`config.mk`:
```
export PLATFORM = sky130hd
export DESIGN_NAME = cmc_ctl
export DESIGN_NICKNAME = d
export VERILOG_FILES = /design/src/cmc_pkg.sv /design/src/cmc_sync.sv /design/src/cmc_edge.sv /design/src/cmc_ctl.sv
export VERILOG_INCLUDE_DIRS = /design/src
export SDC_FILE = /design/constraint.sdc
export NUM_CORES = 1
export LEC_CHECK = 0
export ABC_AREA = 1
export CORE_AREA = 2 2 136 205
export CTS_CLUSTER_DIAMETER = 200
export DETAILED_ROUTE_END_ITERATION = 7
export DIE_AREA = 0 0 138 207
export DONT_BUFFER_PORTS = 1
export PLACE_DENSITY = 0.75
export SLEW_MARGIN = 0
export SYNTH_ARGS = -nofsm -noshare
export SYNTH_HDL_FRONTEND = slang
export SYNTH_HIERARCHICAL = 1
export SYNTH_SLANG_ARGS = --single-unit
```
`constraint.sdc`:
```
create_clock -name CLK_I -period 4 [get_ports CLK_I]
set_input_delay 0 -clock CLK_I [delete_from_list [all_inputs] [get_ports CLK_I]]
set_output_delay 0 -clock CLK_I [all_outputs]
set_load 0.05 [all_outputs]
```
`src/cmc_consts.svh`:
```
`ifndef CMC_CONSTS_SVH
`define CMC_CONSTS_SVH

// matrix geometry and serial word layout
`define CMC_NUM_OUT       16
`define CMC_GRP_BITS      6
`define CMC_FULL_BITS     96
`define CMC_IND_BITS      16
`define CMC_IND_CHIP_MSB  13
`define CMC_IND_CHIP_LSB  10
`define CMC_IND_OUT_MSB   9
`define CMC_IND_OUT_LSB   6

// timing
`define CMC_CLK_NS        10
`define CMC_POR_HOLD_NS   40
`define CMC_POR_HOLD_CYC  ((`CMC_POR_HOLD_NS + `CMC_CLK_NS - 1) / `CMC_CLK_NS)

// register map, byte addresses
`define CMC_REG_CTRL      8'h00
`define CMC_REG_STAT      8'h04
`define CMC_REG_IDX       8'h08
`define CMC_REG_CFG       8'h0c
`define CMC_CTRL_PULL_BIT 0
`define CMC_CTRL_UPD_BIT  1
`define CMC_CTRL_RST      1'h0
`define CMC_IDX_RST       4'h0

`endif

```
`src/cmc_pkg.sv`:
```
package cmc_pkg;

   // one applied control latch: en at bit 5, gain at bit 4, input at 3..0
   typedef struct packed {
      logic       en;
      logic       gain2;
      logic [3:0] input_sel;
   } cmc_cfg_t;

   // serial link pins, synchronised together so their skew stays equal
   typedef struct packed {
      logic sclk;
      logic din;
      logic sel_n;
      logic update;
      logic mode;
   } cmc_link_t;

   // slow status pins
   typedef struct packed {
      logic       line;
      logic       por_below;
      logic       hot;
      logic [3:0] strap;
   } cmc_sense_t;

endpackage : cmc_pkg

```
`src/cmc_sync.sv`:
```
`timescale 1ns/100ps
module cmc_sync #(
   parameter int unsigned W = 1
) (
   input  wire logic         clk_i,
   input  wire logic         rst_n_i,
   input  wire logic         en_i,
   input  wire logic [W-1:0] d_i,
   output logic      [W-1:0] q_o
);

   logic [W-1:0] meta_q;
   logic [W-1:0] q_q;

   // first stage feeds only the second stage
   always_ff @(posedge clk_i or negedge rst_n_i) begin
      if (!rst_n_i) begin
         meta_q <= '0;
         q_q    <= '0;
      end else if (en_i) begin
         meta_q <= d_i;
         q_q    <= meta_q;
      end
   end

   assign q_o = q_q;

endmodule : cmc_sync

```
`src/cmc_edge.sv`:
```
`timescale 1ns/100ps
module cmc_edge #(
   parameter int unsigned W = 1
) (
   input  wire logic         clk_i,
   input  wire logic         rst_n_i,
   input  wire logic         en_i,
   input  wire logic [W-1:0] d_i,
   output logic      [W-1:0] rise_o,
   output logic      [W-1:0] fall_o
);

   logic [W-1:0] prev_q;

   always_ff @(posedge clk_i or negedge rst_n_i) begin
      if (!rst_n_i) begin
         prev_q <= '0;
      end else if (en_i) begin
         prev_q <= d_i;
      end
   end

   // pulses only count while the clock enable is high
   assign rise_o = {W{en_i}} & d_i & ~prev_q;
   assign fall_o = {W{en_i}} & ~d_i & prev_q;

endmodule : cmc_edge

```
`src/cmc_ctl.sv`:
```
// The placing of the registers and the Wishbone slave port were decided locally.
`timescale 1ns/100ps
`include "cmc_consts.svh"
module cmc_ctl #(
   parameter int unsigned NUM_OUT = `CMC_NUM_OUT
) (
   input  wire logic                              CLK_I,
   input  wire logic                              RESETN_I,
   input  wire logic                              CLK_EN_I,
   input  wire logic [7:0]                        ADR_I,
   input  wire logic [31:0]                       DAT_I,
   output logic      [31:0]                       DAT_O,
   input  wire logic [3:0]                        SEL_I,
   input  wire logic                              WE_I,
   input  wire logic                              CYC_I,
   input  wire logic                              STB_I,
   output logic                                   ACK_O,
   input  wire logic                              SCLK_I,
   input  wire logic                              DIN_I,
   input  wire logic                              LINK_SEL_N_I,
   input  wire logic                              UPDATE_I,
   input  wire logic                              MODE_I,
   output logic                                   DOUT_O,
   input  wire logic [3:0]                        CHIP_ADDRESS_STRAP_I,
   input  wire logic                              RST_LINE_I,
   output logic                                   RST_LINE_O,
   output logic                                   RST_LINE_OE_O,
   input  wire logic                              POR_BELOW_I,
   input  wire logic                              THERM_HOT_I,
   input  wire logic [NUM_OUT-1:0]                OVERLAY_KEY_I,
   output logic      [NUM_OUT-1:0]                OVERLAY_FILL_SEL_O,
   output cmc_pkg::cmc_cfg_t [NUM_OUT-1:0]        OUT_CFG_O
);

   localparam int unsigned FULL = NUM_OUT * `CMC_GRP_BITS;
   localparam int unsigned IND  = `CMC_IND_BITS;
   localparam logic [2:0]  POR_HOLD = 3'(`CMC_POR_HOLD_CYC);

   cmc_pkg::cmc_link_t               link_raw;
   cmc_pkg::cmc_link_t               link_s;
   cmc_pkg::cmc_sense_t              sense_raw;
   cmc_pkg::cmc_sense_t              sense_s;
   logic              [1:0]          edge_rise;
   logic              [1:0]          edge_fall;
   logic                             sclk_rise;
   logic                             upd_fall;
   logic                             shift_en;
   logic                             apply;
   logic                             addr_match;
   logic              [FULL-1:0]     sreg_q;
   logic              [IND-1:0]      ind_q;
   logic                             dirty_q;
   cmc_pkg::cmc_cfg_t [NUM_OUT-1:0]  latch_q;
   cmc_pkg::cmc_cfg_t [NUM_OUT-1:0]  out_q;
   logic              [NUM_OUT-1:0]  latch_en;
   logic              [NUM_OUT-1:0]  out_en;
   logic              [NUM_OUT*5-1:0] latch_keep;
   logic                             dout_q;
   logic              [2:0]          por_cnt_q;
   logic                             por_pull;
   logic                             pull_oe_q;
   logic                             swpull_q;
   logic                             swupd_q;
   logic              [3:0]          idx_q;
   logic                             ack_q;
   logic              [31:0]         dat_q;
   logic              [31:0]         rd_d;
   logic                             wb_take;

   // picks the 6-bit group of one output from the full-matrix word
   function automatic cmc_pkg::cmc_cfg_t grp_of(input logic [FULL-1:0] v,
                                                input int unsigned     idx);
      grp_of = v[idx * `CMC_GRP_BITS +: `CMC_GRP_BITS];
   endfunction : grp_of

   // pins in struct field order, so each group shares one synchroniser
   assign link_raw  = {SCLK_I, DIN_I, LINK_SEL_N_I, UPDATE_I, MODE_I};
   assign sense_raw = {RST_LINE_I, POR_BELOW_I, THERM_HOT_I, CHIP_ADDRESS_STRAP_I};

   cmc_sync #(
      .W ($bits(cmc_pkg::cmc_link_t))
   ) u_link_sync (
      .clk_i   (CLK_I),
      .rst_n_i (RESETN_I),
      .en_i    (CLK_EN_I),
      .d_i     (link_raw),
      .q_o     (link_s)
   );

   // line reads low during reset, so the enables start cleared
   cmc_sync #(
      .W ($bits(cmc_pkg::cmc_sense_t))
   ) u_sense_sync (
      .clk_i   (CLK_I),
      .rst_n_i (RESETN_I),
      .en_i    (CLK_EN_I),
      .d_i     (sense_raw),
      .q_o     (sense_s)
   );

   cmc_edge #(
      .W (2)
   ) u_edge (
      .clk_i   (CLK_I),
      .rst_n_i (RESETN_I),
      .en_i    (CLK_EN_I),
      .d_i     ({link_s.sclk, link_s.update}),
      .rise_o  (edge_rise),
      .fall_o  (edge_fall)
   );

   assign sclk_rise = edge_rise[1];
   assign shift_en  = sclk_rise & ~link_s.sel_n;
   assign upd_fall  = edge_fall[0];
   assign apply     = (upd_fall | swupd_q) & CLK_EN_I;

   assign addr_match = ind_q[`CMC_IND_CHIP_MSB:`CMC_IND_CHIP_LSB] == sense_s.strap;

   // msb first: the first group shifted travels furthest down the chain
   always_ff @(posedge CLK_I or negedge RESETN_I) begin
      if (!RESETN_I) begin
         sreg_q <= '0;
         ind_q  <= '0;
      end else if (CLK_EN_I && shift_en) begin
         if (link_s.mode) begin
            sreg_q <= {sreg_q[FULL-2:0], link_s.din};
         end else begin
            ind_q <= {ind_q[IND-2:0], link_s.din};
         end
      end
   end

   always_ff @(posedge CLK_I or negedge RESETN_I) begin
      if (!RESETN_I) begin
         dirty_q <= 1'b0;
      end else if (CLK_EN_I) begin
         if (shift_en && link_s.mode) begin
            dirty_q <= 1'b1;
         end else if (!sense_s.line) begin
            dirty_q <= 1'b0;
         end
      end
   end

   always_ff @(posedge CLK_I or negedge RESETN_I) begin
      if (!RESETN_I) begin
         dout_q <= 1'b0;
      end else if (CLK_EN_I) begin
         dout_q <= link_s.mode ? sreg_q[FULL-1] : link_s.din;
      end
   end

   assign DOUT_O = dout_q;

   // the shift register is never cleared by the line, so an update after
   // a reset with no new data restores the previous settings
   always_ff @(posedge CLK_I or negedge RESETN_I) begin
      if (!RESETN_I) begin
         latch_q <= '0;
      end else if (CLK_EN_I) begin
         for (int unsigned i = 0; i < NUM_OUT; i++) begin
            if (apply && link_s.mode) begin
               latch_q[i] <= grp_of(sreg_q, i);
            end else if (apply && !link_s.mode && addr_match &&
                         ind_q[`CMC_IND_OUT_MSB:`CMC_IND_OUT_LSB] == 4'(i)) begin
               latch_q[i] <= ind_q[`CMC_GRP_BITS-1:0];
            end
            if (!sense_s.line) begin
               latch_q[i].en <= 1'b0;
            end
         end
      end
   end

   // outputs forced off while line low
   always_ff @(posedge CLK_I or negedge RESETN_I) begin
      if (!RESETN_I) begin
         out_q <= '0;
      end else if (CLK_EN_I) begin
         for (int unsigned i = 0; i < NUM_OUT; i++) begin
            out_q[i]    <= latch_q[i];
            out_q[i].en <= latch_q[i].en & sense_s.line;
         end
      end
   end

   assign OUT_CFG_O = out_q;

   assign OVERLAY_FILL_SEL_O = ~OVERLAY_KEY_I;

   genvar g;
   generate
      for (g = 0; g < NUM_OUT; g++) begin : g_view
         assign latch_en[g]           = latch_q[g].en;
         assign out_en[g]             = out_q[g].en;
         assign latch_keep[g*5 +: 5]  = {latch_q[g].gain2, latch_q[g].input_sel};
      end
   endgenerate

   always_ff @(posedge CLK_I or negedge RESETN_I) begin
      if (!RESETN_I) begin
         por_cnt_q <= POR_HOLD;
      end else if (CLK_EN_I) begin
         if (sense_s.por_below) begin
            por_cnt_q <= POR_HOLD;
         end else if (por_cnt_q != 3'h0) begin
            por_cnt_q <= por_cnt_q - 3'h1;
         end
      end
   end

   assign por_pull = sense_s.por_below | (por_cnt_q != 3'h0);

   always_ff @(posedge CLK_I or negedge RESETN_I) begin
      if (!RESETN_I) begin
         pull_oe_q <= 1'b1;
      end else if (CLK_EN_I) begin
         pull_oe_q <= por_pull | sense_s.hot | swpull_q;
      end
   end

   // open drain: only ever drives low
   assign RST_LINE_O    = 1'b0;
   assign RST_LINE_OE_O = pull_oe_q;

   assign wb_take = CYC_I & STB_I & ~ack_q;

   always_comb begin
      rd_d = 32'h0000_0000;
      unique case (ADR_I)
         `CMC_REG_CTRL: rd_d = {31'h0, swpull_q};
         `CMC_REG_STAT: rd_d = {23'h0, dirty_q, sense_s.strap, link_s.mode,
                                sense_s.hot, por_pull, sense_s.line};
         `CMC_REG_IDX:  rd_d = {28'h0, idx_q};
         `CMC_REG_CFG:  rd_d = {26'h0, latch_q[idx_q]};
         default:       rd_d = 32'h0000_0000;
      endcase
   end

   always_ff @(posedge CLK_I or negedge RESETN_I) begin
      if (!RESETN_I) begin
         ack_q <= 1'b0;
         dat_q <= 32'h0000_0000;
      end else if (CLK_EN_I) begin
         ack_q <= wb_take;
         if (wb_take && !WE_I) begin
            dat_q <= rd_d;
         end
      end
   end

   // software update is a one-cycle pulse; software pull is a level
   always_ff @(posedge CLK_I or negedge RESETN_I) begin
      if (!RESETN_I) begin
         swpull_q <= `CMC_CTRL_RST;
         swupd_q  <= 1'b0;
         idx_q    <= `CMC_IDX_RST;
      end else if (CLK_EN_I) begin
         swupd_q <= 1'b0;
         if (wb_take && WE_I && SEL_I[0]) begin
            if (ADR_I == `CMC_REG_CTRL) begin
               swpull_q <= DAT_I[`CMC_CTRL_PULL_BIT];
               swupd_q  <= DAT_I[`CMC_CTRL_UPD_BIT];
            end
            if (ADR_I == `CMC_REG_IDX) begin
               idx_q <= DAT_I[3:0];
            end
         end
      end
   end

   assign ACK_O = ack_q;
   assign DAT_O = dat_q;

   line_off_a: assert property (
      @(posedge CLK_I) disable iff (!RESETN_I)
      (!sense_s.line && CLK_EN_I) |=> (out_en == '0))
      else $error("output enabled while reset line low");

   en_follow_a: assert property (
      @(posedge CLK_I) disable iff (!RESETN_I)
      (sense_s.line && CLK_EN_I) |=> (out_en == $past(latch_en)))
      else $error("output enable does not follow latch");

   keep_sel_a: assert property (
      @(posedge CLK_I) disable iff (!RESETN_I)
      (!sense_s.line && !apply) |=> $stable(latch_keep) && (latch_en == '0))
      else $error("line reset disturbed select or gain");

   full_load_a: assert property (
      @(posedge CLK_I) disable iff (!RESETN_I)
      (apply && link_s.mode && sense_s.line) |=>
         (latch_q[NUM_OUT-1] == $past(sreg_q[FULL-1 -: 6]))
         && (latch_q[0] == $past(sreg_q[5:0])))
      else $error("full-matrix word not applied in order");

   addr_miss_a: assert property (
      @(posedge CLK_I) disable iff (!RESETN_I)
      (apply && !link_s.mode && !addr_match && sense_s.line) |=> $stable(latch_q))
      else $error("individual word acted on wrong chip");

   key_inert_a: assert property (
      @(posedge CLK_I) disable iff (!RESETN_I)
      ($changed(OVERLAY_KEY_I) && !apply && sense_s.line) |=> $stable(latch_q))
      else $error("overlay key changed stored settings");

   dout_pass_a: assert property (
      @(posedge CLK_I) disable iff (!RESETN_I)
      (CLK_EN_I && !link_s.mode) |=> (DOUT_O == $past(link_s.din)))
      else $error("serial pass-through broken");

   dout_chain_a: assert property (
      @(posedge CLK_I) disable iff (!RESETN_I)
      (CLK_EN_I && link_s.mode) |=> (DOUT_O == $past(sreg_q[FULL-1])))
      else $error("chain output not from shift register end");

   por_hold_a: assert property (
      @(posedge CLK_I) disable iff (!RESETN_I || !CLK_EN_I)
      $fell(sense_s.por_below) |-> por_pull [*4] ##1 !por_pull)
      else $error("power-on hold not four cycles");

   therm_pull_a: assert property (
      @(posedge CLK_I) disable iff (!RESETN_I)
      (sense_s.hot && CLK_EN_I) |=> RST_LINE_OE_O)
      else $error("thermal event did not pull reset line");

endmodule : cmc_ctl

```
# == After elaboration in Yosys (flattened, before gate mapping) ==
# Index checks and enable logic that the tools add are counted.
# word_totals
reg_bits,373
latchBits,0
ramBits,0
rom_bits,0
out_inout_bits,148
wordCells,327
n_memories,0
# classes
n_addsub,1
multipliers,0
div_mod_pow,0
order_cmp,1
eq_ne,36
shift,0
muxes,58
bitwise,34
reduce_logical,85
# op_table
op,count
$mux 6,33
$reduce_and 2->1,37
$ne 3x3->1 const B,16
$pmux 9 s4,1
$reduce_bool 2->1,17
$eq 4x4->1 const B,8
$bmux 6 s4,1
$logic_and 1x1->1,24
$and 1x1->1,22
$mux 1,21
$eq 4x3->1 const B,4
$eq 8x4->1 const B,2
$not 16->16,1
$eq 4x2->1 const B,2
$eq 8x3->1 const B,1
$logic_not 8->1,1
$mux 3,2
$reduce_and 3->1,2
$lt 4x5->1 const B,1
$and 2x2->2,2
$eq 4x1->1 const B,1
$eq 4x4->1,1
$logic_not 4->1,1
$not 1->1,4
other kinds (6),10

# == Logic depth before layout (Yosys ltp) ==
# Gate-level depths: netlist (run 1).
# depth
depth_word,11
depth_mapped,12

# == Cells and area by module ==
# Netlist (run 1), hierarchy kept.
# by_module_without_submodules
module,instances,cells_per_inst,area_each_um2,seq_area_each_um2
cmc_ctl,1,1854,14844.2,8110.3
cmc_sync (u_sense_sync),1,59,530.5,350.3
cmc_sync (u_link_sync),1,42,377.9,250.2
cmc_edge,1,15,98.8,50.0

# == Worst setup path before layout (run 1) ==
# No wires, ideal clock.
# synth_timing
kind,register -> register
startpoint,"register ack_q, in the netlist ACK_O"
endpoint,"register dat_q[4], in the netlist DAT_O[4]"
setup_time_ps,122
arrival_time_ps,1404
t_required_ps,3878
slack_ps,2474
stages_incl_launch_ff,7
path_buffers,0
synth_period_minus_slack_ps,1526
path_cell_list,dfrtp_1 > inv_1 > nand4_1 > nor2_1 > inv_2 > a21oi_1 > a21oi_1
# synth_between
elab_chain_cells,4
# synth_lines
item,line_no,source
"start, declared",cmc_ctl.sv:65,logic ack_q;
"start signal, assigned",cmc_ctl.sv:245,ack_q <= wb_take;
$not 1->1,cmc_ctl.sv:226,assign wb_take = CYC_I & STB_I & ~ack_q;
$and 1x1->1,cmc_ctl.sv:226,
$logic_and 1x1->1,cmc_ctl.sv:246,if (wb_take && !WE_I) begin
$reduce_and 2->1 (no source line),--,
"end signal, assigned",cmc_ctl.sv:247,dat_q <= rd_d;
"end, declared",cmc_ctl.sv:66,logic [31:0] dat_q;
# No other way between the ends.
# A chain may end at the register's enable or synchronous reset.

# == Worst setup path in the final report (run 1) ==
# layout_timing
startpoint,input port ADR_I[6]
endpoint,"register dat_q[0], in the netlist DAT_O[0]"
# layout_between
elab_chain_cells,2
elab_cells_between_ends,5
# layout_lines
item,line_no,source
"start, declared",cmc_ctl.sv:10,"input wire logic [7:0] ADR_I,"
"$eq 8x4->1, or another cell as far along",cmc_ctl.sv:230,unique case (ADR_I)
$pmux 9 s4 (*),cmc_ctl.sv:230,
# Mark *: on every way between the ends. The rest lies on a longest branch, timed or not.

==> reports/metrics.yaml, run 1 <==
core_area_um2: 26900
ctsRootBufferMaster: "clkbuf_16"
crit_path_max_fanout: 6
rows: 74
cp_data_required_time_ps: 4500
drt_iter0_markers: 1381
clk_latency_ps: 580
routedWlPerCell_um: 18.0
violations: "negative hold slack"
grt_max_degree: 351
cts_tree: "built"
rsz0062_at_grt: "no"
routed_wl_um: 41700
ant_nets: 0
ys_warn_count: 6
die_y_um: 207
numClockSinks: 350
drc: 0
setup_viol: 0
cp-start-kind: "primary input"
routabilityCongestion: 0.894
clk_pin_slew_ps: 70
status: "finished, violations left"
instances_no_fill: 2315
antenna_found_initial: 0
drt-pass1-iter-count: 5
via_per_inst: 5.65
timing.fmax_mhz: 301
dp_hpwl_um: 26500
cts_setup_buffers: 0
peakVddDrop_uv: 428
final_nets: 2029
vias: 13100
cp-end-kind: "flip-flop"
dieArea_um2: 28600
cts_made_buffers: 31
synthesis.instances: 1967
slew_violations: 0
grt_pass1_wl_um: 66400
cts.repair.resized: 0
max_cap_viol_count: 0
p_leak_nw: 8.88
clockBufferDepth: 3
crit_arrival_ps: 3820
final_hold_viol_count: 350
grtUsageTotal_pct: 28.7
die_width_um: 138
min_path_type: "in -> async"
worst_hold_slack_ps: -870
grt_pass1_vias: 12300
fin_crit_sh_pct: 83.0
globalRouteOverflowTotal: 0
drive_gt1_share_pct: 6.08
io_pins: 226
synth.avg_cell_area_um2: 8.05
start_util_pct: 59.0
power_density_nw_per_um2: 507
port_buffers: 0
finClkSkew_ps: 21.2
placed_cells: 2217
cts_htree_levels: 1
maxSlewHeadroom_pct: 21.8
syn2layout_area_growth_pct: 9.75
total_power_mw: 8.81
tns_ps: 0
critical_path_class: "in -> reg"
min_period_ps: 3320
synthesis.area_um2: 15800
diodes: 0
cts_hold_buf: 41
finish.utilization_pct: 64.7
tightest_slew_ps: 1170
==> per-stage QoR <==
step	setup slack [ps]	area [µm²]
3_5_place_dp	1380	15900
6_report	679	17400
4_1_cts	782	17400
5_1_grt	508	17400
2_1_floorplan	2470	15900
3_3_place_gp	1440	15900
==> metal layers <==
metal | vias to the layer above | track usage [%] | wire length, µm
met5 | - | 0 | 0
met4 | 0 | 10.5 | 1370
met2 | 599 | 46.7 | 19900
met1 | 6260 | 39.2 | 17000
li1 | 6126 | - | -
met3 | 85 | 4.65 | 3340
==> layout by cell type, fill, tap and decap left out, types with 2 or more instances in the layout <==
cell / n
inv_1: 183
bufinv_16: 5
clkbuf_1: 3
mux2_2: 5
o31ai_1: 3
dfstp_2: 2
dfrtp_1: 347
nand3_2: 7
clkbuf_16: 31
inv_2: 5
buf_4: 4
nand2_2: 24
nand2_4: 2
clkinvlp_4: 2
o22ai_1: 2
ha_1: 2
nand2_1: 712
clkbuf_8: 7
dlygate4sd3_1: 40
nand3_1: 171
buf_12: 2
nor2_1: 68
a21oi_1: 42
conb_1: 24
or2_2: 5
clkinv_2: 7
clkinv_4: 2
o211ai_1: 15
nor2_4: 3
o21ai_0: 228
nor3_1: 6
==> path summary, 6_finish.rpt <==
path / startpoint / cells after the start / slack (ps) / end
max in group asynchronous: RESETN_I / 0 / 4070 / OUT_CFG_O[22]$_DFFE_PN0P_
min: RESETN_I / 0 / -870 / u_edge/prev_q[1]$_DFFE_PN0P_
min in group CLK_I: ADR_I[4] / 5 / 50 / DAT_O[7]$_DFFE_PN0P_
max: ADR_I[6] / 11 / 680 / DAT_O[0]$_DFFE_PN0P_
max reg2reg: ACK_O$_DFFE_PN0P_ / 9 / 720 / idx_q[2]$_DFFE_PN0P_
min reg2reg: u_link_sync/meta_q[2]$_DFFE_PN0P_ / 2 / 470 / u_link_sync/meta_q[2]$_DFFE_PN0P_
==> power by group <==
group / leakage [nW] / total, mW / switching (mW) / internal, mW
Combinational: 3.62 / 1.09 / 0.764 / 0.324
Sequential: 4.72 / 4.51 / 0.557 / 3.95
Clock: 0.544 / 3.22 / 1.34 / 1.88
==> registers in the layout, indices dropped and copies added (netlist names) <==
name and flops:
u_sense_sync/meta_q 7, por_cnt_q 3, DAT_O 9, idx_q 4
u_link_sync/meta_q 5, swupd_q 1, OUT_CFG_O 96, u_sense_sync/q_o 7
swpull_q 1, ACK_O 1, ind_q 14, u_edge/prev_q 2
sreg_q 96, latch_keep 80, dirty_q 1, latch_en 16
RST_LINE_OE_O 1, u_link_sync/q_o 5, DOUT_O 1
==> worst max-delay path: stages <==
cell	delay, ps
dlygate4sd3_1	540
nor2_1	140
dlygate4sd3_1	610
nand3_1	150
dlygate4sd3_1	610
nor4_1	820
nand2_1	130
nand2_1	110
nand2_1	60
dlygate4sd3_1	590
nand2_1	60
==> cell type report <==
| cell class | instances | area, µm² |
|---|---|---|
| repair buffers | 47 | 498 |
| fillers | 2186 | 9470 |
| clock buffers | 41 | 883 |
| inverters | 191 | 724 |
| multi-input cells | 1328 | 5870 |
| well taps | 342 | 428 |
| clock inverters | 16 | 220 |
| flip-flops and latches | 350 | 8760 |
Power figures use the tool's default switching activity.
==> inputs of run 2 (changes only) <==
==> constraint.sdc (replaced) <==
create_clock -name CLK_I -period 3.4 [get_ports CLK_I]
set_input_delay 0 -clock CLK_I [delete_from_list [all_inputs] [get_ports CLK_I]]
set_output_delay 0 -clock CLK_I [all_outputs]
set_load 0.05 [all_outputs]
==> run 2 against run 1 <==
  * Sequential power grew 17%
  * Setup slack lost 500 ps
  * Final area grew 0.22%
  * The flow still finishes with violations (negative hold slack)
  * Via count is essentially flat
  * Global-route usage grew 0.50 points
  * Clock power grew 15%
  * Critical path type is now reg -> reg
  * Sequential share of layout area shrank 0.11 points
  * Largest cell class unchanged
==> reports/metrics.yaml, run 2 (synthesized netlist as in run 1, its figures left out) <==
start_util_pct: 59.0
final_area_um2: 17400
maxSlewHeadroom_pct: 32.8
grtUsageTotal_pct: 29.2
timing.fmax_mhz: 311
placed_cells: 2220
core_area_um2: 26900
cp-start-kind: "flip-flop"
via_per_inst: 5.63
drc: 0
cp-end-kind: "flip-flop"
routed_wl_um: 42000
routedWlPerCell_um: 18.1
die_width_um: 138
tightest_slew_ps: 999
instances_no_fill: 2323
io_pins: 226
violations: "negative hold slack"
p_leak_nw: 8.90
final_nets: 2039
final_common_cell: "nand2_1"
rsz0062_at_grt: "no"
routabilityCongestion: 0.866
antenna_found_initial: 0
power_density_nw_per_um2: 589
cts_hold_buf: 48
total_power_mw: 10.3
tns_ps: 0
finClkSkew_ps: 19.7
cts_htree_levels: 1
cts_made_buffers: 31
numClockSinks: 350
cp_data_required_time_ps: 3860
rows: 74
min_path_type: "in -> async"
crit_arrival_ps: 3680
drt-pass1-iter-count: 6
finish.utilization_pct: 64.9
clk_latency_ps: 580
grt_pass1_wl_um: 67400
vias: 13100
min_period_ps: 3220
peakVddDrop_uv: 440
syn2layout_area_growth_pct: 10.0
setup_viol: 0
final_cell_mix: "712 x nand2_1, 346 x dfrtp_1, 228 x o21ai_0"
clk_pin_slew_ps: 70
critPathLaunch: "ACK_O$_DFFE_PN0P_"
fin_crit_sh_pct: 94.7
placed_area_um2: 15900
critical_path_class: "reg -> reg"
grt_max_degree: 351
clockBufferDepth: 3
diodes: 0
dieArea_um2: 28600
cts_setup_buffers: 0
worst_hold_slack_ps: -879
cts_tree: "built"
slew_violations: 0
r2r-start: "ACK_O$_DFFE_PN0P_"
port_buffers: 0
dp_hpwl_um: 26500
status: "finished, violations left"
final_hold_viol_count: 350
crit_path_max_fanout: 5
globalRouteOverflowTotal: 0
grt_pass1_vias: 12500
ant_nets: 0
max_cap_viol_count: 0
ctsRootBufferMaster: "clkbuf_16"
drt_iter0_markers: 1368
die_y_um: 207
drive_gt1_share_pct: 6.21
## run 2: power breakdown
| part | switching, mW | internal, mW | leakage, nW | total, mW |
|---|---|---|---|---|
| clock network | 1.57 | 2.12 | 0.531 | 3.69 |
| logic | 0.891 | 0.387 | 3.65 | 1.28 |
| registers | 0.646 | 4.65 | 4.72 | 5.29 |
| total | 3.10 | 7.15 | 8.90 | 10.3 |
## run 2: critical path, cell delays in order (launching register included)
cell	delay, ps
dfrtp_2	520
inv_1	120
nand4_1	70
dlygate4sd3_1	620
nor2_1	220
nand3_1	220
nor2_1	150
dlygate4sd3_1	570
a21oi_1	40
dlygate4sd3_1	580
## run 2: stage by stage
stage	hold WS, ps	setup WS (ps)
3_5_place_dp	-292	1180
4_1_cts	-904	154
3_3_place_gp	-290	1240
2_1_floorplan	-296	1870
6_report	-879	180
5_1_grt	-897	69.0
## run 2: cell type report
| class | instances | area [µm²] |
|---|---|---|
| sequential | 350 | 8760 |
| inverter | 191 | 724 |
| clock inverter | 15 | 181 |
| timing repair buffer | 57 | 578 |
| clock buffer | 40 | 880 |
| tap | 342 | 428 |
| fill | 2242 | 9430 |
| multi-input combinational | 1328 | 5870 |
## run 2: timing repair
action | CTS | global route
resized for setup | 0 | 1
setup endpoints to repair | 0 | 2
endpoints found under the hold margin | 468 | 350
## run 2: final timing paths
| check | end | slack [ps] | cells after the start |
|---|---|---|---|
| setup / recovery | idx_q[2]$_DFFE_PN0P_ | 180 | 9 |
| hold / removal | u_link_sync/meta_q[4]$_DFFE_PN0P_ | -880 | 0 |
| setup reg to reg | idx_q[2]$_DFFE_PN0P_ | 180 | 9 |
| hold reg to reg | u_edge/prev_q[0]$_DFFE_PN0P_ | 470 | 2 |
| max in group asynchronous | OUT_CFG_O[44]$_DFFE_PN0P_ | 3730 | 0 |
| min in group CLK_I | u_link_sync/meta_q[1]$_DFFE_PN0P_ | 90 | 3 |
## run 2: routing by layer
layer,up-vias,track usage (%),wire length [µm]
li1,6138,-,-
met1,6222,41.5,17300
met2,612,45.8,19700
met3,95,4.44,3530
met4,0,11.1,1530
met5,-,0,0
==> inputs of run 3 (changes only) <==
--- a/config.mk
+++ b/config.mk
@@ -7,12 +7,12 @@
 export NUM_CORES = 1
 export LEC_CHECK = 0
 export ABC_AREA = 1
-export CORE_AREA = 2 2 136 205
+export CORE_AREA = 2 2 149 224
 export CTS_CLUSTER_DIAMETER = 200
 export DETAILED_ROUTE_END_ITERATION = 7
-export DIE_AREA = 0 0 138 207
+export DIE_AREA = 0 0 151 226
 export DONT_BUFFER_PORTS = 1
-export PLACE_DENSITY = 0.75
+export MAX_ROUTING_LAYER = met4
 export SLEW_MARGIN = 0
 export SYNTH_ARGS = -nofsm -noshare
 export SYNTH_HDL_FRONTEND = slang
==> run 3 against run 2 <==
  * The flow still finishes with violations (negative hold slack)
  * Count of clock-buffer cells in the layout grew 14
  * Setup slack better by 310 ps
  * Worst hold slack improved by 57 ps
  * Cell count up 3.7%
  * Combinational power about the same
  * Critical endpoint unchanged
==> reports/metrics.yaml, run 3 (synthesized netlist as in run 1, its figures left out) <==
peakVddDrop_uv: 435
crit_path_max_fanout: 8
cp-start-kind: "flip-flop"
core_area_um2: 32200
met3_length_um: 3050
vias: 12700
finClkSkew_ps: 16.9
dp_hpwl_um: 28400
critical_path_class: "reg -> reg"
start_util_pct: 49.1
power_density_nw_per_um2: 592
routabilityCongestion: 0.868
drc: 0
cts.repair.resized: 0
dieArea_um2: 34100
port_buffers: 0
final_cell_mix: "712 x nand2_1, 347 x dfrtp_1, 228 x o21ai_0"
rsz0062_at_grt: "no"
instances_no_fill: 2409
cts_htree_levels: 2
violations: "negative hold slack"
finalWorstSetupSlack_ps: 485
final_hold_viol_count: 350
grt_pass1_wl_um: 66600
rr_worst_depth: 8
ant_nets: 0
grt_max_degree: 351
tns_ps: 0
fin_crit_sh_pct: 85.7
grt_pass1_vias: 11800
via_per_inst: 5.27
cts_tree: "built"
placed_area_um2: 16000
die_width_um: 151
slew_violations: 0
maxSlewHeadroom_pct: 21.0
drt_iter0_markers: 959
total_power_mw: 10.4
globalRouteOverflowTotal: 0
timing.rr.end: "idx_q[2]$_DFFE_PN0P_"
clockBufferDepth: 3
rows: 81
r2r-start: "ACK_O$_DFFE_PN0P_"
p_leak_nw: 8.92
placed_cells: 2300
routedWlPerCell_um: 17.7
max_cap_viol_count: 0
setup_viol: 0
clk_pin_slew_ps: 70
min_path_type: "in -> async"
numClockSinks: 350
syn2layout_area_growth_pct: 11.3
status: "finished, violations left"
io_pins: 226
min_period_ps: 2910
clk_latency_ps: 530
grtUsageTotal_pct: 26.1
final_common_cell: "nand2_1"
finish.utilization_pct: 54.7
timing.fmax_mhz: 343
drive_gt1_share_pct: 6.22
cp-end-kind: "flip-flop"
cts_setup_buffers: 0
routed_wl_um: 42700
highest_layer: "met4"
cts_made_buffers: 35
final_nets: 2048
tightest_slew_ps: 1180
antenna_found_initial: 1
dpl_worst_slack_ps: 1060
r2r_setup_slack_ps: 490
drt-pass1-iter-count: 5
die_y_um: 226
cp_data_required_time_ps: 3800
final_area_um2: 17600
met1_length_um: 19000
wl_met2_um: 19500
crit_arrival_ps: 3320
cts_hold_buf: 46
worst_hold_slack_ps: -822
ctsRootBufferMaster: "clkbuf_16"
==> run 3: power by group <==
group,internal [mW],switching (mW),leakage (nW)
combinational,0.401,0.877,3.66
sequential,4.65,0.649,4.72
clock,2.25,1.61,0.547
==> run 3: layout make-up <==
class                   count  area, µm²
clock inverters             8        123
fillers                  3099      14600
diodes                      1       2.50
inverters                 191        724
flip-flops and latches    350       8760
well taps                 415        519
repair buffers             62        623
clock buffers              54        997
multi-input cells        1328       5880
==> run 3: metal layers <==
layer  vias to the layer above  global-route usage (%)
met1                      6008                    35.6
met5                         -                       -
met2                       441                    39.8
met4                         0                    8.17
li1                       6171                       -
met3                        67                    4.85
==> run 3: worst max-delay path by stage <==
stage	from	slack, ps	end
after global placement	ACK_O$_DFFE_PN0P_	1150	DAT_O[4]$_DFFE_PN0P_
final	ACK_O$_DFFE_PN0P_	490	idx_q[2]$_DFFE_PN0P_
after floorplan	ACK_O$_DFFE_PN0P_	1870	DAT_O[4]$_DFFE_PN0P_
after CTS	ACK_O$_DFFE_PN0P_	490	idx_q[2]$_DFFE_PN0P_
after global routing	ACK_O$_DFFE_PN0P_	270	idx_q[3]$_DFFE_PN0P_
after detailed placement	ACK_O$_DFFE_PN0P_	1060	DAT_O[4]$_DFFE_PN0P_
==> run 3: worst max-delay path, cell delays in order, from the launching register on <==
cell	delay (ps)
dfrtp_1	560
inv_1	150
nand4_1	100
dlygate4sd3_1	600
nor2_1	220
nand3_1	350
nor2_1	200
a21oi_1	50
dlygate4sd3_1	570
